[src/uez_pkg.sv]
package uez_pkg;
   // word offsets on the register bus
   localparam logic [7:0] UEZ_REG_IRQ    = 8'h00;
   localparam logic [7:0] UEZ_REG_IEN    = 8'h01;
   localparam logic [7:0] UEZ_REG_EPCS   = 8'h02;
   localparam logic [7:0] UEZ_REG_INBC   = 8'h03;
   localparam logic [7:0] UEZ_REG_OUTBC  = 8'h04;
   localparam logic [7:0] UEZ_REG_INVAL  = 8'h05;
   localparam logic [7:0] UEZ_REG_OUTVAL = 8'h06;
   localparam logic [7:0] UEZ_REG_PAIR   = 8'h07;
   localparam logic [7:0] UEZ_REG_FUNCTION_ADDRESS_REG = 8'h08;
   localparam logic [7:0] UEZ_REG_ENUM   = 8'h09;
   localparam logic [7:0] UEZ_WIN_SETUP  = 8'h10;
   localparam logic [7:0] UEZ_WIN_IN     = 8'h40;
   localparam logic [7:0] UEZ_WIN_OUT    = 8'h80;
   // buffer ram layout, upper two address bits
   localparam int         UEZ_RAM_DEPTH  = 136;
   localparam logic [1:0] UEZ_RAM_IN     = 2'h0;
   localparam logic [1:0] UEZ_RAM_OUT    = 2'h1;
   localparam logic [1:0] UEZ_RAM_SETUP  = 2'h2;
   localparam logic [6:0] UEZ_SETUP_LEN  = 7'h08;
   localparam logic [6:0] UEZ_MAX_PKT    = 7'h40;
   localparam logic [6:0] UEZ_CNT_MAX    = 7'h7f;
   // setup byte positions
   localparam logic [2:0] UEZ_SB_TYPE    = 3'h0;
   localparam logic [2:0] UEZ_SB_REQ     = 3'h1;
   localparam logic [2:0] UEZ_SB_VAL     = 3'h2;
   localparam logic [2:0] UEZ_SB_LEN_LO  = 3'h6;
   localparam logic [2:0] UEZ_SB_LEN_HI  = 3'h7;
   localparam logic [7:0] UEZ_STD_DEV_OUT  = 8'h00;
   localparam logic [7:0] UEZ_REQ_SET_ADDR = 8'h05;
   // bit positions
   localparam int         UEZ_B_TOK      = 0;
   localparam int         UEZ_B_DAT      = 1;
   localparam int         UEZ_B_STALL    = 0;
   localparam int         UEZ_B_HOLD     = 1;
   localparam int         UEZ_B_INBSY    = 2;
   localparam int         UEZ_B_OUTBSY   = 3;
   localparam int         UEZ_B_DIR      = 7;
   // values after reset
   localparam logic       UEZ_RST_ENUM   = 1'h1;
   localparam logic [6:0] UEZ_RST_ADDR   = 7'h00;

   typedef enum logic [1:0] {PID_OUT = 2'b00, PID_IN = 2'b01, PID_SETUP = 2'b10} uez_pid_t;
   typedef enum logic [2:0]
   {
      RC_NONE = 3'b000, RC_ACK = 3'b001, RC_NAK = 3'b010, RC_STALL = 3'b011, RC_DATA = 3'b100
   } uez_code_t;
   typedef enum logic [2:0]
   {
      ST_IDLE = 3'b000, ST_DIN = 3'b001, ST_DOUT = 3'b010, ST_SIN = 3'b011, ST_SOUT = 3'b100
   } uez_stage_t;
   typedef enum logic [1:0] {BP_IDLE = 2'b00, BP_LOOK = 2'b01, BP_DONE = 2'b10} uez_bph_t;

   typedef struct packed
   {
      logic       valid;
      uez_pid_t   pid;
      logic [3:0] ep;
   } uez_tok_t;
   typedef struct packed
   {
      logic       valid;
      logic [7:0] data;
      logic       eop;
      logic       ok;
   } uez_rx_t;
   typedef struct packed
   {
      logic       valid;
      uez_code_t  code;
      logic [6:0] len;
   } uez_reply_t;
endpackage

[src/uez_ctrl.sv]
// Overview of operation
// endpoint zero valid bits always read one
// no pairing bit for endpoints zero/one
// separate 64-byte in and out buffers
// eight-byte setup area for setup stage
// data stage acked only after count loaded
// status nak while hold set, ack after
// status opposite data, else in packet
// stall needs stall plus hold; never setup (code stalls on the stall bit alone)
// next setup token clears stall bit
// setup token sets token request bit
// data request after eight good bytes
// bad setup retried silently, no request
// request bits write-one-clear, always pollable
// setup always accepted, area overwritten
// firmware arms data stage only if length
// two enables gate token/data requests
// set address handled internally, updates address
// interrupt while request and enable set
`timescale 1ns/1ps
module uez_ctrl
   import uez_pkg::*;
(
   input  wire logic        clk,            // core clock, 25 MHz
   input  wire logic        nrst,           // sync reset / usb bus reset, low
   input  wire logic [7:0]  avs_address,    // word address
   input  wire logic        avs_read,       // read request
   input  wire logic        avs_write,      // write request
   input  wire logic [31:0] avs_writedata,  // write data
   output logic      [31:0] avs_readdata,   // read data
   output logic             avs_waitrequest,// stall the master
   output logic             irq,            // processor interrupt
   input  uez_tok_t         tok,            // token from the link
   input  uez_rx_t          rx,             // received data bytes
   input  wire logic        host_ack,       // host acked our data packet
   input  wire logic [5:0]  sie_rd_addr,    // in buffer byte to fetch
   output logic      [7:0]  sie_rd_data,    // fetched byte, one cycle later
   output uez_reply_t       reply,          // handshake or data answer
   output logic      [6:0]  dev_addr        // function address
);
   typedef struct packed
   {
      uez_bph_t   ph;
      logic       wait_r;
      logic [31:0] rdata;
      logic       req_tok;
      logic       req_dat;
      logic       en_tok;
      logic       en_dat;
      logic       stall;
      logic       hold;
      logic       enum_flag;
      logic       in_armed;
      logic       out_armed;
      logic [6:0] in_bc;
      logic [6:0] out_bc;
      logic [7:1] in_val;
      logic [7:1] out_val;
      logic [2:0] pair;
      logic [6:0] fn_addr;
      logic [6:0] pend_addr;
      logic       pend_set;
      uez_stage_t stage;
      uez_pid_t   kind;
      logic       kind_ep0;
      logic [6:0] rx_cnt;
      logic [7:0] bm_type;
      logic [7:0] b_req;
      logic [7:0] w_val_lo;
      logic [15:0] w_len;
      logic       ack_wait;
      logic       ack_status;
      logic       irq;
   } uez_ctrl_st_t;

   uez_ctrl_st_t s;
   uez_ctrl_st_t next_s;
   logic [7:0]   wd;
   logic [7:0]   a_addr;
   logic [7:0]   a_rdata;
   logic [7:0]   b_addr;
   logic         a_we;
   logic         b_we;
   logic         wr_go;
   logic         in_ev;
   logic         setup_ev;
   logic         rx_take;
   logic         rx_end;
   logic         set_addr;

   function automatic logic ram_hit(input logic [7:0] a);
      return a[7:6] == UEZ_WIN_IN[7:6] || a[7:6] == UEZ_WIN_OUT[7:6]
             || a[7:3] == UEZ_WIN_SETUP[7:3];
   endfunction

   function automatic logic [7:0] ram_map(input logic [7:0] a);
      logic [7:0] r;
      r = {UEZ_RAM_SETUP, 3'h0, a[2:0]};
      if (a[7:6] == UEZ_WIN_IN[7:6])
         r = {UEZ_RAM_IN, a[5:0]};
      else if (a[7:6] == UEZ_WIN_OUT[7:6])
         r = {UEZ_RAM_OUT, a[5:0]};
      return r;
   endfunction

   function automatic logic [7:0] reg_read(input uez_ctrl_st_t c, input logic [7:0] a);
      logic [7:0] r;
      r = 8'h00;
      case (a)
         UEZ_REG_IRQ:    r = {6'h00, c.req_dat, c.req_tok};
         UEZ_REG_IEN:    r = {6'h00, c.en_dat, c.en_tok};
         UEZ_REG_EPCS:   r = {4'h0, c.out_armed, c.in_armed, c.hold, c.stall};
         UEZ_REG_INBC:   r = {1'b0, c.in_bc};
         UEZ_REG_OUTBC:  r = {1'b0, c.out_bc};
         UEZ_REG_INVAL:  r = {c.in_val, 1'b1};
         UEZ_REG_OUTVAL: r = {c.out_val, 1'b1};
         UEZ_REG_PAIR:   r = {5'h00, c.pair};
         UEZ_REG_FUNCTION_ADDRESS_REG: r = {1'b0, c.fn_addr};
         UEZ_REG_ENUM:   r = {7'h00, c.enum_flag};
         default:        r = 8'h00;
      endcase
      return r;
   endfunction

   assign wd       = avs_writedata[7:0];
   assign wr_go    = avs_write && s.ph == BP_DONE;
   assign in_ev    = tok.valid && tok.pid == PID_IN && tok.ep == 4'h0;
   assign setup_ev = tok.valid && tok.pid == PID_SETUP && tok.ep == 4'h0;
   assign rx_take  = rx.valid && s.kind_ep0 && s.kind != PID_IN;
   assign rx_end   = rx.eop && s.kind_ep0 && s.kind != PID_IN;
   assign set_addr = s.enum_flag && s.bm_type == UEZ_STD_DEV_OUT
                     && s.b_req == UEZ_REQ_SET_ADDR;
   assign a_addr   = ram_map(avs_address);
   assign a_we     = wr_go && ram_hit(avs_address);

   // setup bytes land in consecutive slots; out data only while armed
   always_comb
   begin
      b_addr = {UEZ_RAM_IN, sie_rd_addr};
      b_we   = 1'b0;
      if (rx_take && s.kind == PID_SETUP)
      begin
         b_addr = {UEZ_RAM_SETUP, 3'h0, s.rx_cnt[2:0]};
         b_we   = s.rx_cnt < UEZ_SETUP_LEN;
      end
      else if (rx_take)
      begin
         b_addr = {UEZ_RAM_OUT, s.rx_cnt[5:0]};
         b_we   = s.out_armed && s.stage == ST_DOUT && s.rx_cnt < UEZ_MAX_PKT;
      end
   end

   uez_ram
   #(
      .DEPTH (UEZ_RAM_DEPTH),
      .AW    (8),
      .DW    (8)
   )
   u_ram
   (
      .clk     (clk),
      .nrst    (nrst),
      .a_addr  (a_addr),
      .a_we    (a_we),
      .a_wdata (wd),
      .a_rdata (a_rdata),
      .b_addr  (b_addr),
      .b_we    (b_we),
      .b_wdata (rx.data),
      .b_rdata (sie_rd_data)
   );

   uez_resp u_resp
   (
      .clk       (clk),
      .nrst      (nrst),
      .in_ev     (in_ev),
      .rx_end    (rx_end),
      .rx_ok     (rx.ok),
      .kind      (s.kind),
      .rx_cnt    (s.rx_cnt),
      .stage     (s.stage),
      .stall     (s.stall),
      .hold      (s.hold),
      .in_armed  (s.in_armed),
      .out_armed (s.out_armed),
      .in_bc     (s.in_bc),
      .reply     (reply)
   );

   always_comb
   begin
      next_s = s;
      // every access takes three cycles so ram data can be registered before the mux
      case (s.ph)
         BP_IDLE:
         begin
            if (avs_read || avs_write)
               next_s.ph = BP_LOOK;
         end
         BP_LOOK:
         begin
            next_s.ph     = BP_DONE;
            next_s.wait_r = 1'b0;
            next_s.rdata  = {24'h000000,
                             ram_hit(avs_address) ? a_rdata : reg_read(s, avs_address)};
         end
         default:
         begin
            next_s.ph     = BP_IDLE;
            next_s.wait_r = 1'b1;
         end
      endcase

      if (wr_go)
      begin
         case (avs_address)
            UEZ_REG_IRQ:
            begin
               next_s.req_tok = s.req_tok & ~wd[UEZ_B_TOK];
               next_s.req_dat = s.req_dat & ~wd[UEZ_B_DAT];
            end
            UEZ_REG_IEN:
            begin
               next_s.en_tok = wd[UEZ_B_TOK];
               next_s.en_dat = wd[UEZ_B_DAT];
            end
            UEZ_REG_EPCS:
            begin
               next_s.stall = wd[UEZ_B_STALL];
               next_s.hold  = s.hold & ~wd[UEZ_B_HOLD];
            end
            UEZ_REG_INBC:
            begin
               next_s.in_bc    = (wd[6:0] > UEZ_MAX_PKT) ? UEZ_MAX_PKT : wd[6:0];
               next_s.in_armed = 1'b1;
            end
            UEZ_REG_OUTBC:  next_s.out_armed = 1'b1;
            UEZ_REG_INVAL:  next_s.in_val    = wd[7:1];
            UEZ_REG_OUTVAL: next_s.out_val   = wd[7:1];
            UEZ_REG_PAIR:   next_s.pair      = wd[2:0];
            UEZ_REG_ENUM:   next_s.enum_flag = wd[0];
            default:        next_s.pair      = next_s.pair;
         endcase
      end

      // link events come after firmware writes so a request bit set beats a same-cycle clear
      if (tok.valid)
      begin
         next_s.kind     = tok.pid;
         next_s.kind_ep0 = tok.ep == 4'h0;
         next_s.rx_cnt   = 7'h00;
         next_s.ack_wait = 1'b0;
      end
      if (setup_ev)
      begin
         next_s.req_tok   = 1'b1;
         next_s.stall     = 1'b0;
         next_s.hold      = 1'b1;
         // a new transfer aborts the old one; firmware sees it via the token request
         next_s.in_armed  = 1'b0;
         next_s.out_armed = 1'b0;
         next_s.stage     = ST_IDLE;
         next_s.pend_set  = 1'b0;
      end

      if (rx_take)
      begin
         if (s.rx_cnt != UEZ_CNT_MAX)
            next_s.rx_cnt = s.rx_cnt + 7'h01;
         if (s.kind == PID_SETUP)
         begin
            case (s.rx_cnt)
               {4'h0, UEZ_SB_TYPE}:   next_s.bm_type      = rx.data;
               {4'h0, UEZ_SB_REQ}:    next_s.b_req        = rx.data;
               {4'h0, UEZ_SB_VAL}:    next_s.w_val_lo     = rx.data;
               {4'h0, UEZ_SB_LEN_LO}: next_s.w_len[7:0]   = rx.data;
               {4'h0, UEZ_SB_LEN_HI}: next_s.w_len[15:8]  = rx.data;
               default:               next_s.w_len        = next_s.w_len;
            endcase
         end
      end

      if (reply.valid)
      begin
         case (s.kind)
            PID_SETUP:
            begin
               if (reply.code == RC_ACK)
               begin
                  if (s.w_len == 16'h0000)
                     next_s.stage = ST_SIN;
                  else
                     next_s.stage = s.bm_type[UEZ_B_DIR] ? ST_DIN : ST_DOUT;
                  if (set_addr)
                  begin
                     // address moves only after the status stage completes
                     next_s.pend_addr = s.w_val_lo[6:0];
                     next_s.pend_set  = 1'b1;
                     next_s.hold      = 1'b0;
                  end
                  else
                     next_s.req_dat = 1'b1;
               end
            end
            PID_IN:
            begin
               if (s.stage == ST_DOUT)
                  next_s.stage = ST_SIN;
               if (reply.code == RC_DATA)
               begin
                  next_s.ack_wait   = 1'b1;
                  next_s.ack_status = s.stage != ST_DIN;
               end
            end
            default:
            begin
               if (s.stage == ST_DIN)
                  next_s.stage = ST_SOUT;
               if (reply.code == RC_ACK && s.stage == ST_DOUT)
               begin
                  next_s.out_armed = next_s.out_armed && wr_go && avs_address == UEZ_REG_OUTBC;
                  next_s.out_bc    = s.rx_cnt;
               end
               else if (reply.code == RC_ACK)
                  next_s.stage = ST_IDLE;
            end
         endcase
      end

      if (host_ack && s.ack_wait)
      begin
         next_s.ack_wait = 1'b0;
         if (s.ack_status)
         begin
            next_s.stage    = ST_IDLE;
            next_s.pend_set = 1'b0;
            if (s.pend_set)
               next_s.fn_addr = s.pend_addr;
         end
         else
            next_s.in_armed = next_s.in_armed && wr_go && avs_address == UEZ_REG_INBC;
      end

      next_s.irq = (next_s.req_tok && next_s.en_tok) || (next_s.req_dat && next_s.en_dat);
   end

   always_ff @(posedge clk)
   begin
      if (!nrst)
      begin
         s           <= '0;
         s.wait_r    <= 1'b1;
         s.enum_flag <= UEZ_RST_ENUM;
         s.fn_addr   <= UEZ_RST_ADDR;
      end
      else
         s <= next_s;
   end

   assign avs_readdata    = s.rdata;
   assign avs_waitrequest = s.wait_r;
   assign irq             = s.irq;
   assign dev_addr        = s.fn_addr;
endmodule

[src/uez_ram.sv]
`timescale 1ns/1ps
module uez_ram
#(
   parameter int DEPTH = 136,
   parameter int AW    = 8,
   parameter int DW    = 8
)
(
   input  wire logic          clk,     // core clock
   input  wire logic          nrst,    // sync reset, low
   input  wire logic [AW-1:0] a_addr,  // bus port address
   input  wire logic          a_we,    // bus port write
   input  wire logic [DW-1:0] a_wdata, // bus port data in
   output logic      [DW-1:0] a_rdata, // bus port data out
   input  wire logic [AW-1:0] b_addr,  // link port address
   input  wire logic          b_we,    // link port write
   input  wire logic [DW-1:0] b_wdata, // link port data in
   output logic      [DW-1:0] b_rdata  // link port data out
);
   logic [DW-1:0] mem [DEPTH];

   // link port wins a same-address collision; the map keeps this out of normal use
   always_ff @(posedge clk)
   begin
      if (a_we)
         mem[a_addr] <= a_wdata;
      if (b_we)
         mem[b_addr] <= b_wdata;
      if (!nrst)
      begin
         a_rdata <= '0;
         b_rdata <= '0;
      end
      else
      begin
         a_rdata <= mem[a_addr];
         b_rdata <= mem[b_addr];
      end
   end
endmodule

[src/uez_resp.sv]
`timescale 1ns/1ps
module uez_resp
   import uez_pkg::*;
(
   input  wire logic        clk,      // core clock
   input  wire logic        nrst,     // sync reset, low
   input  wire logic        in_ev,    // in token for endpoint zero
   input  wire logic        rx_end,   // end of setup or out data packet
   input  wire logic        rx_ok,    // packet crc good
   input  uez_pid_t         kind,     // token kind of current packet
   input  wire logic [6:0]  rx_cnt,   // bytes received
   input  uez_stage_t       stage,    // control transfer stage
   input  wire logic        stall,    // endpoint zero stall
   input  wire logic        hold,     // handshake hold
   input  wire logic        in_armed, // in byte count loaded
   input  wire logic        out_armed,// out byte count loaded
   input  wire logic [6:0]  in_bc,    // in byte count
   output uez_reply_t       reply     // answer to the link
);
   uez_reply_t next_reply;
   logic       st_in;
   logic       st_out;

   assign st_in  = (stage == ST_SIN) || (stage == ST_DOUT);
   assign st_out = (stage == ST_SOUT) || (stage == ST_DIN);

   always_comb
   begin
      next_reply = '0;
      if (in_ev)
      begin
         next_reply.valid = 1'b1;
         if (stall)
            next_reply.code = RC_STALL;
         else if (stage == ST_DIN)
         begin
            next_reply.code = in_armed ? RC_DATA : RC_NAK;
            next_reply.len  = in_bc;
         end
         else if (st_in)
            next_reply.code = hold ? RC_NAK : RC_DATA;
         else
            next_reply.code = RC_NAK;
      end
      else if (rx_end && rx_ok)
      begin
         // a bad packet gets no answer at all, so the host retries on its own
         next_reply.valid = 1'b1;
         if (kind == PID_SETUP)
            next_reply.code = (rx_cnt == UEZ_SETUP_LEN) ? RC_ACK : RC_NONE;
         else if (stall)
            next_reply.code = RC_STALL;
         else if (stage == ST_DOUT)
            next_reply.code = (out_armed && rx_cnt <= UEZ_MAX_PKT) ? RC_ACK : RC_NAK;
         else if (st_out)
            next_reply.code = hold ? RC_NAK : RC_ACK;
         else
            next_reply.code = RC_NAK;
      end
   end

   always_ff @(posedge clk)
   begin
      if (!nrst)
         reply <= '0;
      else
         reply <= next_reply;
   end
endmodule
[config.mk]
export PLATFORM = sky130hd
export DESIGN_NAME = uez_ctrl
export DESIGN_NICKNAME = d
export VERILOG_FILES = /design/src/uez_pkg.sv /design/src/uez_ctrl.sv /design/src/uez_ram.sv /design/src/uez_resp.sv
export SDC_FILE = /design/constraint.sdc
export NUM_CORES = 2
export LEC_CHECK = 0
export BUFFER_PORTS_ARGS = -buffer_cell sky130_fd_sc_hd__buf_2
export CAP_MARGIN = 30
export CORE_MARGIN = 2
export CORE_UTILIZATION = 60
export CTS_CLUSTER_SIZE = 8
export DETAILED_ROUTE_END_ITERATION = 10
export PLACE_DENSITY = 0.77
export SYNTH_ARGS = -nofsm -noshare
export SYNTH_HDL_FRONTEND = slang
export SYNTH_HIERARCHICAL = 1
export SYNTH_SLANG_ARGS = --single-unit
[constraint.sdc]
create_clock -name clk -period 4.9 [get_ports clk]
set_clock_uncertainty 0.05 [all_clocks]
set_input_delay 0.98 -clock clk [delete_from_list [all_inputs] [get_ports clk]]
set_output_delay 0.98 -clock clk [all_outputs]
set_load 0.005 [all_outputs]
**Word-level counts from Yosys, hierarchy flattened**

Memory sizes are Yosys's and may differ from the RTL's. A register that Yosys moved wholly into a read port is not among the register bits.
Cells that the tools add are included.

- Bits in registers: 133
- Bits in writable memories: 1,088
- Input bits: 69
- Memories: 1

Memory list:

| memory | depth | bits a word | read ports | clocked after memory_dff | wr ports | line | RTL |
|---|---|---|---|---|---|---|---|
| u_ram.mem | 136 | 8 | 2 | 2 | 2 | uez_ram.sv:20 | `logic [DW-1:0] mem [DEPTH];` |

- Add/sub/neg operators: 1
- Order comparisons: 4
- Equal/unequal tests: 34
- Mux-type cells: 81
- Bitwise logic cells: 9
- Reduce and logical (&&, ||, !) cells: 58

Operator list:

| kind | number |
|---|---|
| 8-bit one-hot mux with 10 select lines | 1 |
| 8-bit 2-to-1 mux | 9 |
| 47-bit 2-to-1 mux | 1 |
| 8-bit by 3-bit == test with 1-bit output, second input constant | 5 |
| 40-bit 2-to-1 mux | 1 |
| 3-bit 2-to-1 mux | 13 |
| 7-bit 2-to-1 mux | 5 |
| 1-bit 2-to-1 mux | 28 |
| 4-bit 2-to-1 mux | 7 |
| 1-bit logical AND | 25 |
| 2-bit 2-to-1 mux | 12 |
| 3-bit AND reduction | 8 |
| 8-bit by 2-bit == test with 1-bit output, second input constant | 2 |
| 8-bit by 4-bit == test with 1-bit output, second input constant | 2 |
| 16-bit logical NOT | 1 |
| 8-bit logical NOT | 2 |
| 16-bit 2-to-1 mux | 1 |
| 7-bit by 3-bit == test with 1-bit output, second input constant | 2 |
| 2-bit AND reduction | 6 |
| 2-bit by 1-bit == test with 1-bit output, second input constant | 4 |
| 2-bit == test, second input constant | 4 |
| 8-bit by 1-bit == test with 1-bit output, second input constant | 1 |
| 7-bit by 1-bit adder with 7-bit output, second input constant | 1 |
| 7-bit by 1-bit == test with 1-bit output, second input constant | 1 |
| other kinds (27) | 45 |

**Depth between registers and ports, before layout**

- Word-level depth: 11
- Mapped depth: 18
- Depth with buffers taken out: 11

**By module**

The synthesis kept the hierarchy.

By module, submodules not included:

| module | times used | cells each | area an instance (sq um) | seq. area each (sq um) |
|---|---|---|---|---|
| uez_ram | 1 | 4,232 | 65,858.2 | 32,991.6 |
| uez_ctrl | 1 | 725 | 6,049.6 | 2,422.3 |
| uez_resp | 1 | 44 | 450.4 | 220.2 |

**Worst setup path after synthesis**

Ideal clock, no wire load.

- Path type: input to register
- Start: input port rx[10] in the netlist's numbering
- End: memory u_ram.mem[129][0], enable pin
- Library setup time: 384 ps
- Arrival: 3,572 ps
- Required time: 4,466 ps
- Setup slack: 894 ps
- Stages on the path: 14
- Buffers on the path: 8
- Path through: nand3b_1 > clkbuf_1 > clkbuf_1 > nand2_1 > o21ai_0 > buf_6 > buf_8 > buf_12 > buf_6 > buf_6 > nor3b_1 > buf_4 > nand2_2 > o21ai_0

RTL lines:

| item | line | RTL |
|---|---|---|
| start: declaration | uez_ctrl.sv:34 | `input uez_rx_t rx,` |
| end: declaration | uez_ram.sv:20 |  |

**Worst setup path after layout**

- Start: register s[51] in the netlist's numbering
- End: register u_ram.b_rdata[3] (read register of u_ram.mem)

- Cells in the longest elaborated chain, start to end: 4

RTL lines:

| item | line | RTL |
|---|---|---|
| start: declaration | uez_ctrl.sv:76 | `uez_ctrl_st_t s;` |
| start signal: assignment | uez_ctrl.sv:358 | `s <= next_s;` |
| 2-bit by 1-bit inequality test with 1-bit output | uez_ctrl.sv:129 | `assign rx_take = rx.valid && s.kind_ep0 && s.kind != PID_IN;` |
| 1-bit logical AND | uez_ctrl.sv:129 |  |
| 7-bit 2-to-1 mux or 1-bit logical AND (tied branches) | uez_ctrl.sv:146, uez_ctrl.sv:141 |  |
| 8-bit 2-to-1 mux (*) | uez_ctrl.sv:141 | `if (rx_take && s.kind == PID_SETUP)` |
| via b_addr[2] | uez_ctrl.sv:81 | `logic [7:0] b_addr;` |
| end: declaration | uez_ram.sv:18 | `output logic [DW-1:0] b_rdata` |

Mark *: on every way through the listed nets, which the timed path passes. The rest lies on a longest branch.
A chain may end at the register's enable or synchronous reset.

==> results.rst <==
.. list-table::
   :header-rows: 1

   * - Metric
     - Value
   * - Outcome
     - finished, final reports clean
   * - Part of the Yosys area used for sequential elements
     - 49.2%
   * - Top achievable clock speed
     - 221 MHz
   * - Count of routing violations after the opening detailed-route iteration
     - 8977
   * - WHS
     - 0.396 ns
   * - Number of register bits inferred by synthesis
     - 1236
   * - DP Wirelength
     - 162 mm
   * - Post-placement cell count
     - 6545
   * - Vertical extent of the die
     - 351 um
   * - Routed len/inst
     - 36.2 um
   * - DRT Wirelength
     - 246 mm
   * - Number of buffers inserted by port buffering
     - 80
   * - Number of antenna violations at the first check in global routing
     - 15
   * - Total net switching power
     - 6170 uW
   * - Area growth syn-to-layout
     - 11.5%
   * - Pwr per Cell Area
     - 310 nW/um2
   * - Setup TNS
     - 0 ns
   * - Launching element type of the critical path
     - flop
   * - Synth cell types
     - 89
   * - Number of iterations in the first detailed-routing pass
     - 8
   * - Share of the clock period used by the worst path after layout
     - 92.3%
   * - Cell Rows
     - 127
   * - Type of destination of the critical path
     - flop
   * - DR vias
     - 51180
   * - Number of failing setup endpoints in the final timing report
     - 0
   * - Post-CTS resize count
     - 0
   * - Vias per std cell
     - 7.55
   * - Maximum number of pins on one net before global-route repair
     - 102
   * - Maximum buffer depth of the clock tree
     - 3
   * - H-Tree Depth
     - 4
   * - Maximum vdd drop
     - 0.000315 V
   * - Crit-path slowest cell
     - sky130_fd_sc_hd__mux2_2
   * - Slew at the pin closest to its max-slew limit
     - 1.19 ns
   * - Cell at the root of the clock tree
     - sky130_fd_sc_hd__clkbuf_16
   * - Fin worst setup slack
     - 0.378 ns
   * - Final worst path period need
     - 4.52 ns
   * - Critical setup path kind
     - reg -> reg
   * - Global placer's final weighted congestion
     - 1.05
   * - Dominant delay contributor by cell family on the critical path
     - simple AND/OR/NAND/NOR gates
   * - Area of the die
     - 123000 um2
   * - Fraction of registers with async set or reset after synthesis
     - 0%
   * - Worst-path fanout max
     - 19
   * - Share of power burned in registers
     - 46.1%
   * - Max incr delay on CP
     - 0.59 ns
   * - Final Hold Fails
     - 0
   * - Clock power frac
     - 43.3%
   * - Top Ports
     - 129
   * - Most common library cell in the layout ignoring fill and taps
     - sky130_fd_sc_hd__mux2_2
   * - Proportion of power drawn by combinational gates
     - 10.6%
   * - Post-synthesis cell count
     - 5001
   * - DRC Markers
     - 0
   * - RSZ-0062 raised after global routing
     - no
   * - Post-CTS setup buffer count
     - 0
   * - HP Class
     - reg -> reg
   * - Share of final-layout standard cells stronger than drive strength 1
     - 48.2%
   * - Width of the die
     - 351 um
   * - Data arrival, critical path
     - 5.13 ns
   * - Insertion delay to the later sink of the worst-skew pair
     - 0.80 ns
   * - Congestion Overflow GR
     - 0
   * - Core area
     - 120000 um2
   * - Sum of internal, switching and leakage power
     - 25000 uW
   * - Top_reg_cell synth
     - sky130_fd_sc_hd__edfxtp_1
   * - CTS sink count
     - 1236
   * - Average cell area after synthesis
     - 14.5 um2
   * - Number of antenna-violating nets in the routed design
     - 0
   * - GRT Util Overall
     - 39.5%
   * - Worst EP required
     - 5.51 ns
   * - EDFF count, synth
     - 1088
   * - Slew headroom
     - 20.5%
   * - Mapped cell area
     - 72400 um2
   * - Filler-free cell count of the finished design
     - 6782
   * - CTS tree
     - done
   * - Cell repeated most along the worst path
     - sky130_fd_sc_hd__buf_4
   * - Via count of the first global-routing pass
     - 49297
   * - Clock transition at the registers of the reported paths
     - 0.05 ns
   * - Commonest cells after routing, fill and taps aside
     - sky130_fd_sc_hd__mux2_2, sky130_fd_sc_hd__edfxtp_1, sky130_fd_sc_hd__mux4_2
   * - Pre-CTS worst setup slack
     - 0.286 ns
   * - Int Pwr
     - 18800 uW
   * - Final-stage net count
     - 5191
   * - Starting Density
     - 60.4%
   * - Leakage Power
     - 0.0264 uW
   * - Net Sw Frac
     - 24.7%
   * - Worst path bufs/invs
     - 4
   * - MaxCap Viol Count
     - 0
   * - Synth warn
     - 6
   * - Quantity of hold-fixing buffers added after cts
     - 0
   * - Cts bufs inserted
     - 172
   * - Global-route wire length before repair
     - 348 mm
   * - Worst-path cell chain
     - ha_1, nand3b_1, buf_4, mux2_2, buf_4, nor2_1, buf_4, a22oi_1, nand3_1, nand3_1, nor4_1, buf_4, o22ai_1
   * - Number of max-slew violations in the final report
     - 0
-- worst register-to-register path, stage by stage, from the launching register on --
cell and delay, ns:
sky130_fd_sc_hd__dfxtp_1 0.38, sky130_fd_sc_hd__ha_1 0.29, sky130_fd_sc_hd__nand3b_1 0.30, sky130_fd_sc_hd__buf_4 0.35, sky130_fd_sc_hd__mux2_2 0.59, sky130_fd_sc_hd__buf_4 0.27, sky130_fd_sc_hd__nor2_1 0.55, sky130_fd_sc_hd__buf_4 0.28
sky130_fd_sc_hd__a22oi_1 0.08, sky130_fd_sc_hd__nand3_1 0.18, sky130_fd_sc_hd__nand3_1 0.24, sky130_fd_sc_hd__nor4_1 0.49, sky130_fd_sc_hd__buf_4 0.24, sky130_fd_sc_hd__o22ai_1 0.09
-- layer usage --
| layer | vias up | GRT usage (%) | share of wire [%] |
|---|---|---|---|
| met3 | 822 | 12.5 | 14 |
| met4 | 12 | 20.8 | 6.2 |
| li1 | 20187 | - | - |
| met1 | 25876 | 52.2 | 35 |
| met2 | 4283 | 58.6 | 44 |
| met5 | - | 0.510 | 0.031 |
-- metrics by stage --
stage,util [%],cell area [um2]
2_1_floorplan,-,72400
3_3_place_gp,63.3,75900
3_5_place_dp,63.4,76000
4_1_cts,67.3,80600
5_1_grt,67.3,80700
6_report,67.3,80700
-- final timing paths --
| path | start | endpoint | slack, ns | cells after the start |
|---|---|---|---|---|
| worst max-delay path | s[51]$_SDFFE_PN0P_ | u_ram/b_rdata[3]$_SDFF_PN0_ | 0.38 | 13 |
| worst min-delay path | s[63]$_SDFFE_PN0P_ | dev_addr[6]$_SDFFE_PN0P_ | 0.40 | 2 |
| worst max register to register | s[51]$_SDFFE_PN0P_ | u_ram/b_rdata[3]$_SDFF_PN0_ | 0.38 | 13 |
| worst min register to register | s[63]$_SDFFE_PN0P_ | dev_addr[6]$_SDFFE_PN0P_ | 0.40 | 2 |
-- sequential cells by signal (all words and copies together) (netlist names) --
signal           flops
s                  104
u_ram/b_rdata        8
u_resp/reply        11
avs_waitrequest      1
dev_addr             7
u_ram/a_rdata        8
u_ram/mem         1088
avs_readdata         8
irq                  1
-- power groups by stage --
stage / clock network [uW] / registers, uW / logic (uW)
after detailed placement: 0 / 11700 / 2530
after global routing: 11200 / 11500 / 2710
after CTS: 10900 / 11500 / 2550
final: 10800 / 11500 / 2660
after floorplan: 0 / 11700 / 1670
after global placement: 0 / 11700 / 2470
-- logic make-up after synthesis --
| logic type | synth area share, % |
|---|---|
| compound gates | 6.01 |
| mux | 35.1 |
| fa+ha+maj | 0.173 |
| xor+xnor | 0.0121 |
| buf+inv | 4.00 |
| other cells | 0.00518 |
| flops | 49.2 |
| simple gates | 5.50 |
-- cell usage after synthesis, types with 65 or more instances --
cell type	number	area share [%]
sky130_fd_sc_hd__mux2_2	1108	17
sky130_fd_sc_hd__edfxtp_1	1088	45
sky130_fd_sc_hd__mux4_2	504	16
sky130_fd_sc_hd__clkbuf_1	368	1.9
sky130_fd_sc_hd__a22oi_1	223	2.3
sky130_fd_sc_hd__a21oi_1	173	1.2
sky130_fd_sc_hd__mux2i_1	151	2.1
sky130_fd_sc_hd__dfxtp_1	148	4.1
sky130_fd_sc_hd__nand2_1	143	0.74
sky130_fd_sc_hd__nor2_1	108	0.56
sky130_fd_sc_hd__o22ai_1	99	0.86
sky130_fd_sc_hd__buf_2	92	0.64
sky130_fd_sc_hd__nand3_1	85	0.59
sky130_fd_sc_hd__o21ai_0	81	0.56
sky130_fd_sc_hd__buf_4	65	0.67
-- final cells by class --
class                      instances  area [um2]
inverter                          21        78.8
sequential                      1236       35600
tap                             1612        2020
clock inverter                    15         185
multi-input combinational       3183       34100
antenna                           10        25.0
fill                            8279       39100
timing repair buffer             498        4220
clock buffer                     207        4440
(Power assumes the default switching activity.)
